==> config.mk <==
export PLATFORM = sky130hd
export DESIGN_NAME = smp_top
export DESIGN_NICKNAME = d
export VERILOG_FILES = /design/src/rtl/smp_pkg.sv /design/src/rtl/smp_top.sv
export VERILOG_INCLUDE_DIRS = /design/src /design/src/rtl
export SDC_FILE = /design/constraint.sdc
export NUM_CORES = 1
export LEC_CHECK = 0
export BUFFER_PORTS_ARGS = -buffer_cell sky130_fd_sc_hd__buf_2
export CAP_MARGIN = 0
export CELL_PAD_IN_SITES_DETAIL_PLACEMENT = 1
export CELL_PAD_IN_SITES_GLOBAL_PLACEMENT = 1
export CORE_ASPECT_RATIO = 0.9
export CORE_MARGIN = 4
export CORE_UTILIZATION = 39
export DETAILED_ROUTE_END_ITERATION = 8
export GPL_TIMING_DRIVEN = 0
export HOLD_SLACK_MARGIN = 0.08
export PLACE_DENSITY = 0.74
export SLEW_MARGIN = 5
export SYNTH_ARGS = -nofsm -noshare
export SYNTH_HDL_FRONTEND = slang
export SYNTH_SLANG_ARGS = --single-unit
export TNS_END_PERCENT = 20
==> constraint.sdc <==
create_clock -name clk -period 2 [get_ports clk]
set_input_delay 0.3 -clock clk [delete_from_list [all_inputs] [get_ports clk]]
set_output_delay 0.3 -clock clk [all_outputs]
set_load 0.01 [all_outputs]
==> src/rtl/smp_cfg.svh <==
// Constants for the strap and miscellaneous pin control block.
// Assumes a 32-bit AHB-Lite register bus and a 200 MHz core clock.
`ifndef SMP_CFG_SVH
`define SMP_CFG_SVH

// Register byte addresses
`define SMP_ADDR_CTRL      12'h000
`define SMP_ADDR_STATUS    12'h004
`define SMP_ADDR_LINK      12'h008
`define SMP_ADDR_W         12

// Control register fields
`define SMP_CTRL_OE_LSB    0
`define SMP_CTRL_OUT_LSB   8
`define SMP_CTRL_EE_RUN    16
`define SMP_CTRL_EE_DOUT   17
`define SMP_CTRL_EE_DOE    18
`define SMP_CTRL_RESET     32'h0000_0000

// Status register fields
`define SMP_ST_VALID       0
`define SMP_ST_EE_EN       1
`define SMP_ST_POWER_SAVING_STRAP     2
`define SMP_ST_PSTAT       3
`define SMP_ST_SMBUS       4
`define SMP_ST_DEBUG       5
`define SMP_ST_ADDR_LSB    8
`define SMP_ST_DSEL_LSB    16
`define SMP_ST_GPIO_LSB    24

// Link register fields
`define SMP_LK_REQ_LSB     0
`define SMP_LK_ON_LSB      4
`define SMP_LK_EE_DIN      8
`define SMP_LK_EE_CLK      9

// Timing
`define SMP_CLK_PERIOD_NS  5
`define SMP_EE_HALF_NS     1000
`define SMP_EE_HALF_CYC    (`SMP_EE_HALF_NS / `SMP_CLK_PERIOD_NS)
`define SMP_SETTLE_CYC     4

`endif

==> src/rtl/smp_pkg.sv <==
// Types for the strap and miscellaneous pin control block.
// Assumes smp_cfg.svh holds all numeric constants.
`default_nettype none
package smp_pkg;

  // Strap levels caught once after reset
  typedef struct packed {
    logic eeprom_en;
    logic power_save;
    logic port_status_mode;
    logic smbus_mode;
    logic debug_mode;
  } smp_strap_s;

  // Pin input bundle, all from outside the clock domain
  typedef struct packed {
    logic       scan_test;
    logic [3:0] refclk_request_n;
    logic       debug_enable_strap;
    logic       mgmt_select_strap;
    logic       sideband_function_select;
    logic       power_saving_strap;
    logic [7:0] gpio;
    logic       eeprom_serial_data;
  } smp_pins_s;

  typedef enum logic [0:0] {SMP_SETTLE, SMP_RUN} smp_init_e;

endpackage : smp_pkg
`default_nettype wire

==> src/rtl/smp_top.sv <==
// Strap latch, EEPROM pins, scan enable, GPIO and clock request pins.
// Assumes one 200 MHz clock, synchronous reset and an AHB-Lite master.
//
// Overview of operation
// - Device drives EEPROM serial clock output
// - EEPROM data pin is bidirectional
// - EEPROM data strap: low disables, high enables
// - Scan enable drives 0 unless test
// - GPIO direction set by output enable register
// - GPIO 7:5 give SMBus address bits 2:0
// - Debug mode: GPIO 4:0 select debug function
// - Power saving strap high enables power saving
// - Sideband select: low L1.1, high port status
// - Management strap: low I2C, high SMBus
// - Debug strap low enters debug mode
// - Clock request gates refclk; else status out
`include "smp_cfg.svh"
`default_nettype none
module smp_top
  import smp_pkg::*;
(
  input  wire logic        clk,
  input  wire logic        rst,
  // AHB-Lite slave
  input  wire logic        hsel,
  input  wire logic [31:0] haddr,
  input  wire logic [1:0]  htrans,
  input  wire logic        hwrite,
  input  wire logic [2:0]  hsize,
  input  wire logic [31:0] hwdata,
  input  wire logic        hready,
  output logic      [31:0] hrdata,
  output logic             hreadyout,
  output logic             hresp,
  // Pins
  input  wire smp_pins_s   pins_in,
  output logic             eeprom_serial_clock,
  output logic             eeprom_serial_data_o,
  output logic             eeprom_serial_data_oe,
  output logic             scan_enable_o,
  output logic             scan_enable_oe,
  output logic      [7:0]  gpio_o,
  output logic      [7:0]  gpio_oe,
  output logic      [3:0]  refclk_request_n_o,
  output logic      [3:0]  refclk_request_n_oe,
  // Core side
  input  wire logic [3:0]  port_state_indicator,
  output smp_strap_s       strap_cfg,
  output logic             straps_valid,
  output logic             l1ss_enable,
  output logic      [2:0]  smbus_addr_lsb,
  output logic      [4:0]  debug_select,
  output logic      [3:0]  refclk_pll_on
);

  // --------------------------------------------------------------
  // Pin synchronisers
  // --------------------------------------------------------------
  localparam int PW = $bits(smp_pins_s);

  // Change accepted only when stages two and three agree
  function automatic logic [PW-1:0] smp_filter(
    input logic [PW-1:0] s2,
    input logic [PW-1:0] s3,
    input logic [PW-1:0] cur
  );
    logic [PW-1:0] same;
    same = ~(s2 ^ s3);
    return (same & s3) | (~same & cur);
  endfunction : smp_filter

  logic [PW-1:0] sync1_r;
  logic [PW-1:0] sync2_r;
  logic [PW-1:0] sync3_r;
  logic [PW-1:0] filt_r;
  smp_pins_s     pin_f;

  always_ff @(posedge clk) begin
    if (rst) begin
      sync1_r <= '0;
      sync2_r <= '0;
      sync3_r <= '0;
      filt_r  <= '0;
    end else begin
      sync1_r <= pins_in;
      sync2_r <= sync1_r;
      sync3_r <= sync2_r;
      filt_r  <= smp_filter(sync2_r, sync3_r, filt_r);
    end
  end

  assign pin_f = smp_pins_s'(filt_r);

  // --------------------------------------------------------------
  // Strap capture
  // --------------------------------------------------------------
  // Wait for the synchroniser chain to fill before trusting straps
  smp_init_e  init_r;
  logic [2:0] settle_r;

  always_ff @(posedge clk) begin
    if (rst) begin
      init_r   <= SMP_SETTLE;
      settle_r <= 3'h0;
    end else begin
      case (init_r)
        SMP_SETTLE: begin
          settle_r <= settle_r + 3'h1;
          if (settle_r == 3'(`SMP_SETTLE_CYC)) begin
            init_r <= SMP_RUN;
          end
        end
        SMP_RUN:    init_r <= SMP_RUN;
        default:    init_r <= SMP_SETTLE;
      endcase
    end
  end

  wire capture = (init_r == SMP_SETTLE) &&
                 (settle_r == 3'(`SMP_SETTLE_CYC));

  always_ff @(posedge clk) begin
    if (rst) begin
      strap_cfg      <= '0;
      straps_valid   <= 1'b0;
      l1ss_enable    <= 1'b0;
      smbus_addr_lsb <= 3'h0;
    end else if (capture) begin
      strap_cfg.eeprom_en        <= pin_f.eeprom_serial_data;
      strap_cfg.power_save       <= pin_f.power_saving_strap;
      strap_cfg.port_status_mode <= pin_f.sideband_function_select;
      l1ss_enable                <= ~pin_f.sideband_function_select;
      strap_cfg.smbus_mode       <= pin_f.mgmt_select_strap;
      strap_cfg.debug_mode       <= ~pin_f.debug_enable_strap;
      straps_valid               <= 1'b1;
      if (pin_f.mgmt_select_strap) begin
        smbus_addr_lsb <= pin_f.gpio[7:5];
      end
    end
  end

  // Selection follows GPIO 4:0 live while debug mode holds
  always_ff @(posedge clk) begin
    if (rst) begin
      debug_select <= 5'h00;
    end else if (strap_cfg.debug_mode) begin
      debug_select <= pin_f.gpio[4:0];
    end else begin
      debug_select <= 5'h00;
    end
  end

  // --------------------------------------------------------------
  // AHB-Lite slave
  // --------------------------------------------------------------
  logic [31:0]          ctrl_r;
  logic                 wr_pend_r;
  logic [`SMP_ADDR_W-1:0] wr_addr_r;
  logic                 ee_clk_r;

  wire take = hsel && htrans[1] && hready;

  function automatic logic [31:0] smp_read(
    input logic [`SMP_ADDR_W-1:0] a
  );
    logic [31:0] v;
    v = 32'h0000_0000;
    case (a)
      `SMP_ADDR_CTRL: v = ctrl_r;
      `SMP_ADDR_STATUS: begin
        v[`SMP_ST_VALID]   = straps_valid;
        v[`SMP_ST_EE_EN]   = strap_cfg.eeprom_en;
        v[`SMP_ST_POWER_SAVING_STRAP] = strap_cfg.power_save;
        v[`SMP_ST_PSTAT]   = strap_cfg.port_status_mode;
        v[`SMP_ST_SMBUS]   = strap_cfg.smbus_mode;
        v[`SMP_ST_DEBUG]   = strap_cfg.debug_mode;
        v[`SMP_ST_ADDR_LSB +: 3] = smbus_addr_lsb;
        v[`SMP_ST_DSEL_LSB +: 5] = debug_select;
        v[`SMP_ST_GPIO_LSB +: 8] = pin_f.gpio;
      end
      `SMP_ADDR_LINK: begin
        v[`SMP_LK_REQ_LSB +: 4] = ~pin_f.refclk_request_n;
        v[`SMP_LK_ON_LSB +: 4]  = refclk_pll_on;
        v[`SMP_LK_EE_DIN]       = pin_f.eeprom_serial_data;
        v[`SMP_LK_EE_CLK]       = ee_clk_r;
      end
      default: v = 32'h0000_0000;
    endcase
    return v;
  endfunction : smp_read

  // Zero wait states: read data is fetched in the address phase
  always_ff @(posedge clk) begin
    if (rst) begin
      hrdata    <= 32'h0000_0000;
      hreadyout <= 1'b1;
      hresp     <= 1'b0;
      wr_pend_r <= 1'b0;
      wr_addr_r <= '0;
    end else begin
      hreadyout <= 1'b1;
      hresp     <= 1'b0;
      wr_pend_r <= take && hwrite;
      wr_addr_r <= haddr[`SMP_ADDR_W-1:0];
      if (take && !hwrite) begin
        hrdata <= smp_read(haddr[`SMP_ADDR_W-1:0]);
      end
    end
  end

  always_ff @(posedge clk) begin
    if (rst) begin
      ctrl_r <= `SMP_CTRL_RESET;
    end else if (wr_pend_r && wr_addr_r == `SMP_ADDR_CTRL) begin
      ctrl_r <= hwdata;
    end
  end

  // --------------------------------------------------------------
  // EEPROM pins
  // --------------------------------------------------------------
  localparam int EE_HALF = `SMP_EE_HALF_CYC;
  logic [7:0] ee_div_r;

  wire ee_run = ctrl_r[`SMP_CTRL_EE_RUN] && strap_cfg.eeprom_en;

  always_ff @(posedge clk) begin
    if (rst || !ee_run) begin
      ee_div_r <= 8'h00;
      ee_clk_r <= 1'b0;
    end else if (ee_div_r == 8'(EE_HALF - 1)) begin
      ee_div_r <= 8'h00;
      ee_clk_r <= ~ee_clk_r;
    end else begin
      ee_div_r <= ee_div_r + 8'h01;
    end
  end

  // Data pin never driven until the strap is captured
  always_ff @(posedge clk) begin
    if (rst) begin
      eeprom_serial_clock   <= 1'b0;
      eeprom_serial_data_o  <= 1'b0;
      eeprom_serial_data_oe <= 1'b0;
    end else begin
      eeprom_serial_clock   <= ee_clk_r;
      eeprom_serial_data_o  <= ctrl_r[`SMP_CTRL_EE_DOUT];
      eeprom_serial_data_oe <= ctrl_r[`SMP_CTRL_EE_DOE] &&
                               strap_cfg.eeprom_en;
    end
  end

  // --------------------------------------------------------------
  // Scan enable and GPIO
  // --------------------------------------------------------------
  always_ff @(posedge clk) begin
    if (rst) begin
      scan_enable_o  <= 1'b0;
      scan_enable_oe <= 1'b1;
    end else begin
      scan_enable_o  <= 1'b0;
      scan_enable_oe <= ~pin_f.scan_test;
    end
  end

  // Address straps on GPIO 7:5 are read before any output turns on
  always_ff @(posedge clk) begin
    if (rst) begin
      gpio_o  <= 8'h00;
      gpio_oe <= 8'h00;
    end else begin
      gpio_o  <= ctrl_r[`SMP_CTRL_OUT_LSB +: 8];
      gpio_oe <= straps_valid ? ctrl_r[`SMP_CTRL_OE_LSB +: 8]
                              : 8'h00;
    end
  end

  // --------------------------------------------------------------
  // Clock request and port status pins
  // --------------------------------------------------------------
  always_ff @(posedge clk) begin
    if (rst) begin
      refclk_request_n_o  <= 4'h0;
      refclk_request_n_oe <= 4'h0;
      refclk_pll_on       <= 4'hf;
    end else if (!straps_valid) begin
      refclk_request_n_o  <= 4'h0;
      refclk_request_n_oe <= 4'h0;
      refclk_pll_on       <= 4'hf;
    end else if (strap_cfg.port_status_mode) begin
      refclk_request_n_o  <= port_state_indicator;
      refclk_request_n_oe <= 4'hf;
      refclk_pll_on       <= 4'hf;
    end else begin
      refclk_request_n_o  <= 4'h0;
      refclk_request_n_oe <= 4'h0;
      refclk_pll_on       <= ~pin_f.refclk_request_n;
    end
  end
endmodule : smp_top
`default_nettype wire

After elaboration in Yosys (flattened, before gate mapping). Index checks and enable logic that the tools add are counted. W data, S select, Z words.

$mul: 0. Bitwise gates (word level): 15. Add/subtract/negate cells: 2. Magnitude comparators: 0. Shift operators: 0. Div/mod/pow operators: 0. Reduce and logical (&&, ||, !) cells: 19. Muxes and demuxes: 11. Equal/unequal tests: 4.

Operator list (number): $and A18 B18 Y18 (2); $not A18 Y18 (2); $logic_not A12 Y1 (2); $or A18 B18 Y18 (1); $pmux W6 S3 (1); $xor A18 B18 Y18 (1); $pmux W8 S2 (1); $eq A12 B3 Y1 const B (1); $eq A12 B4 Y1 const B (1); $pmux W5 S2 (1); $add A8 B1 Y8 const B (1); $eq A8 B8 Y1 const B (1); $logic_and A1 B1 Y1 (8); $not A1 Y1 (8); $pmux W2 S3 (1); $reduce_or A2 Y1 (3); $reduce_or A3 Y1 (2); $mux W5 (1); $mux W4 (1); $not A4 Y4 (1); $pmux W1 S2 (2); $pmux W2 S2 (1); $add A3 B1 Y3 const B (1); $eq A3 B3 Y1 const B (1); 5 further kinds (6).

Flip-flop bits (word level): 209. Bits in writable memories: 0. Memories kept: 0. Latch bits: 0. Logic and storage cells: 81. Bits in read-only memories: 0. Output and inout bits: 82.

Depth between registers and ports, before layout.
Depth after elaboration: 5. Mapped depth: 7.

Least setup slack after synthesis. No wires, ideal clock.

Path type: input to register. From: input haddr[11]. To: register hrdata[24]. Slack: 285 ps. Arrival: 1637 ps. Required time: 1922 ps. Stages: 5. Cell sequence: or4_4 -> nor4_4 -> buf_6 -> a221oi_1 -> nor3_1.

Longest elaborated chain between the ends: 2. Elaborated cells on any way between the ends: 3. Classes of those cells: eq/ne: 1; mux: 1; reduce/logical: 1.

RTL lines: start: declaration (line smp_top.sv:26) `input wire logic [31:0] haddr,`; $eq A12 B3 Y1 / $logic_not A12 Y1 (equally long branches) (line smp_top.sv:168) `case (a)`; $pmux W8 S2 * (line smp_top.sv:168); end signal: assignment (line smp_top.sv:206) `` hrdata <= smp_read(haddr[`SMP_ADDR_W-1:0]); ``; end: declaration (line smp_top.sv:32) `output logic [31:0] hrdata,`.

Every way passes the cells marked *; elsewhere a longest branch is shown, timed or not. A chain may end at the register's enable or synchronous reset.

Worst setup path in the final report.
From: input rst. To: register ctrl_r[9].

RTL lines: start: declaration (line smp_top.sv:23) `input wire logic rst,`; end signal: assignment (line smp_top.sv:213) `` ctrl_r <= `SMP_CTRL_RESET; ``; end signal: assignment (line smp_top.sv:215) `ctrl_r <= hwdata;`; end: declaration (line smp_top.sv:156) `logic [31:0] ctrl_r;`.

No word-level cell between the ends.

==> reports/metrics.sh <==
CP-START-KIND='input port'
NUM_VIAS=5537
GP_ROUTABILITY_CONGESTION=0.792
YOSYS.AREA.TOP_TYPE_SHARE_PCT=60.0
DESIGN_POWER_TOTAL_mW=8.55
DIE_H_UM=134
INSERTEDDIODECOUNT=0
CTS_MAX_PATH_BUFFERS=3
PERIOD_MINUS_SLACK_PS=1800
CRIT_TOP_CELL='clkbuf_1'
YOSYS.CELL_TYPES.COUNT=41
WORST_HOLD_PATH.ENDPOINT='ctrl_r[23]$_SDFFE_PP0P_'
NUMCTSBUFFERS=22
PORT_BUFFERS=149
CRITPATHMAXFANOUT=11
TRITONCTS_CLOCK_TREE='built'
NUM_ROWS=45
CLOCK_TREE.ROOT_CELL='clkbuf_16'
CRIT_TYPE='in -> reg'
GRT_SETUP_UNREPAIRED='false'
INITIAL_ANTENNA_VIOLATION_COUNT=0
WORSTREGTOREGCELLS=6
FLOORPLAN.INITIALDENSITY_PCT=40.3
ANT_NETS=0
WORST-ENDPOINT-ARRIVAL_PS=2150
FINAL_LAYOUT_SIZE_SUFFIX_GT1_SHARE_PCT=23.5
WORSTSETUPENDPOINTTYPE='flip-flop'
AREA_GROWTH_FROM_SYNTHESIS_TO_LAYOUT_PCT=33.8
NUMBER_OF_WARNINGS_ISSUED_BY_YOSYS=0
SETUP_VIOL=0
SYNTH.CELLS.MOST_FREQUENT='dfxtp_1, nor2_1, nor2b_1'
CLKLATENCYLATEPIN_PS=490
CTS_SINKS=206
OVERFLOW=0
DETAILED_PLACEMENT_WIRELENGTH_ESTIMATE_UM=13900
SYNTH-EDFF-COUNT=0
YOSYSMOSTFREQUENTCELL='dfxtp_1'
NETSWITCHINGPOWER_mW=1.80
YOSYSSEQAREASHARE_PCT=60.0
IOS=178
WORST_SLEW_PIN_SLEW_PS=778
WORSTHOLDPATHCELLS=3
VIAS_PER_CELL=4.86
WL_PER_CELL_UM=17.4
R2R-END='ctrl_r[28]$_SDFFE_PP0P_'
SLEW-LIMIT-HEADROOM_PCT=48.1
FIRST_PASS_GRT_WIRE_LENGTH_UM=31300
POWER_SWITCHING_SHARE_PCT=21.0
TIMING.SETUP.TNS_PS=0
FIRST_GLOBAL_VIAS=5923
NNETSFINAL=991
DETAIL_ROUTE.DRC_VIOLATIONS=0
POWER.DENSITY_CELL_AREA_nW_PER_UM2=930
CTS.REPORTEDPATHS.CLKPINSLEW_PS=60
SYNTH_CELL_AREA_UM2=6870
CP_TOP_FAMILY='buffers and inverters'
CRITICAL_PATH_BUF_INV_COUNT=4
FLOORPLAN.DIE.WIDTH_UM=148
DESIGN.DIE.AREA_UM2=19800
SYNTH_TOP_FLOP_CELL='dfxtp_1'
CELLS_AFTER_SYNTHESIS=661
WORSTPATHREQUIRED_PS=2340
CP_CELL_SEQUENCE='buf_2 > clkbuf_1 > clkbuf_1 > clkbuf_1 > nor2_1'
R2R_START='wr_addr_r[7]$_SDFF_PP0_'
LEAKAGE_nW=4.15
GROUTE.USAGE.OVERALL_PCT=19.6
SYN-MEAN-INSTANCE-AREA_UM2=10.4
DRT_PASS1_ITERATIONS=4
YS_TOP_CELLS_BY_AREA='dfxtp_1, nor2b_1, mux2i_1, nor2_1, a21oi_1'
SLEW_VIOL_FINAL=0
CTSHTREEMAXLEVEL=1
PIN_COUNT_OF_THE_BIGGEST_NET_ENTERING_GLOBAL_ROUTING=14
FIN_WORST_SKEW_PS=9.56
LAYOUT_SETUP_WS_PS=197
HOLDCRITPATHCLASS='in -> reg'
WORST_PATH_LARGEST_CELL_DELAY_PS=510
DETAILEDPLACE.WORSTSLACK_PS=-654
SYNTH-SEQ-CELLS=206
SYNTH_TOP_CELL_BY_AREA='dfxtp_1'
MAX_FCLK_GHz=0.555
SEQUENTIALPOWERSHARE_PCT=49.5
ASYNCSETRESETFLOPFRACSYNTH_PCT=0
HOLD_PATH_STARTPOINT='hwdata[23]'
REPORT.FINAL.HOLD_VIOL_COUNT=0
CRITICAL-PATH-SLOWEST-CELL='clkbuf_1'
POWER.INTERNAL_mW=6.75
VDD_DROP_MAX_mV=0.517
FIN_CRIT_SH_PCT=90.2
RUN_STATUS='completed'
CLOCK_POWER_SHARE_PCT=45.4
TIMING.MAX_CAP.VIOLATIONS=0
DETAIL_ROUTE.ITER0.VIOLATIONS=253
SETUP.REG_TO_REG.WORST_SLACK_PS=310
CORE_AREA_UM2=17100
FINALWIRELENGTH_UM=19800
COMB_POWER_SHARE_PCT=5.1
-- final cells by class --
cell class	instances	area [µm²]
clock buffers	33	683
well taps	235	294
fillers	1944	7860
plain buffers	40	199
multi-input cells	410	2530
inverters	5	18.8
flip-flops and latches	206	4120
clock inverters	4	23.8
repair buffers	207	1320
-- how the worst max path moves through the flow --
| stage | depth (start not counted) | end | startpoint | slack, ps |
|---|---|---|---|---|
| floorplan | 5 | hrdata[24]$_SDFFE_PP0P_ | haddr[11] | 280 |
| global route | 5 | ctrl_r[28]$_SDFFE_PP0P_ | rst | 50 |
| finish | 5 | ctrl_r[9]$_SDFFE_PP0P_ | rst | 200 |
| CTS | 5 | ctrl_r[28]$_SDFFE_PP0P_ | wr_addr_r[1]$_SDFF_PP0_ | 100 |
| global placement | 6 | wr_addr_r[2]$_SDFF_PP0_ | rst | -570 |
| detailed placement | 6 | smbus_addr_lsb[0]$_SDFFE_PP0P_ | rst | -650 |
-- placed cells by master, fill, tap and decap left out, types with 3 or more instances in the layout --
cell type        n
dfxtp_1        206
buf_2          155
nor2_1          80
nor2b_1         77
dlygate4sd3_1   56
mux2i_1         47
a21oi_1         38
nand2_1         34
clkbuf_1        27
clkbuf_16       23
o21ai_0         18
nor3_1          17
and2_1          15
nand3_1         13
buf_4            9
a221oi_1         9
clkbuf_8         7
and3_1           6
inv_1            5
xor2_1           5
a221oi_2         5
nand4_1          5
o2bb2ai_1        4
o22ai_1          4
a22o_1           4
xnor2_1          4
ha_1             3
conb_1           3
clkinv_2         3
-- tightest hold or removal path, delay by kind of cell --
| kind | cells | cell delay, ps |
|---|---|---|
| buffers and inverters | 1 | 90 |
| and+or+nand+nor | 1 | 80 |
| muxes | 1 | 60 |
-- through the flow --
| stage | instance area, µm² | utilization (%) | hold slack (ps) | instances |
|---|---|---|---|---|
| after global routing | 9200 | 53.9 | 83.8 | 1140 |
| after CTS | 9180 | 53.8 | 80.4 | 1138 |
| after global placement | 7920 | 46.4 | 406 | 1046 |
| after floorplan | 6880 | - | 367 | 662 |
| final | 9200 | 53.9 | 86.7 | 1140 |
| after detailed placement | 7920 | 46.4 | 407 | 1046 |
-- registers in the layout (all words and copies together), names as in the netlist, 4 cells and up, named ones only --
| name | flops |
|---|---|
| ctrl_r | 32 |
| hrdata | 32 |
| sync1_r | 18 |
| sync2_r | 18 |
| sync3_r | 18 |
| wr_addr_r | 12 |
| ee_div_r | 8 |
| gpio_o | 8 |
| gpio_oe | 8 |
| debug_select | 5 |
| strap_cfg | 5 |
| refclk_pll_on | 4 |
| refclk_request_n_o | 4 |
-- logic make-up after synthesis --
family                   synth area share [%]
buffers and inverters                    3.19
multiplexers                             7.17
flip-flops                               60.0
AO/OA/AOI/OAI                            7.70
XOR/XNOR                                 1.15
adder cells (fa/ha/maj)                 0.546
AND/OR/NAND/NOR                          20.1
other                                   0.109
-- layer usage --
metal	part of all wire, %	vias to the layer above	global-route usage [%]
li1	-	2680	-
met1	42	2678	23.8
met2	51	144	35.8
met3	5.0	35	3.41
met4	2.3	0	5.59
met5	0	-	0
-- power groups by stage --
stage	sequential, mW	combinational, mW	clock (mW)
4_1_cts	4.23	0.440	3.97
3_5_place_dp	4.32	0.352	0
3_3_place_gp	4.31	0.338	0
5_1_grt	4.24	0.485	4.16
6_report	4.23	0.440	3.88
2_1_floorplan	4.31	0.189	0
-- repair_timing --
action                                  4_1_cts  5_1_grt
pin swaps                                     0        1
gates resized for setup                       2        0
hold buffers                                 56        0
endpoints found under the hold margin        56        0
setup buffers                                 0        2
endpoints found under the setup margin       30        4
Note: power is estimated with default switching activity, not from simulation.
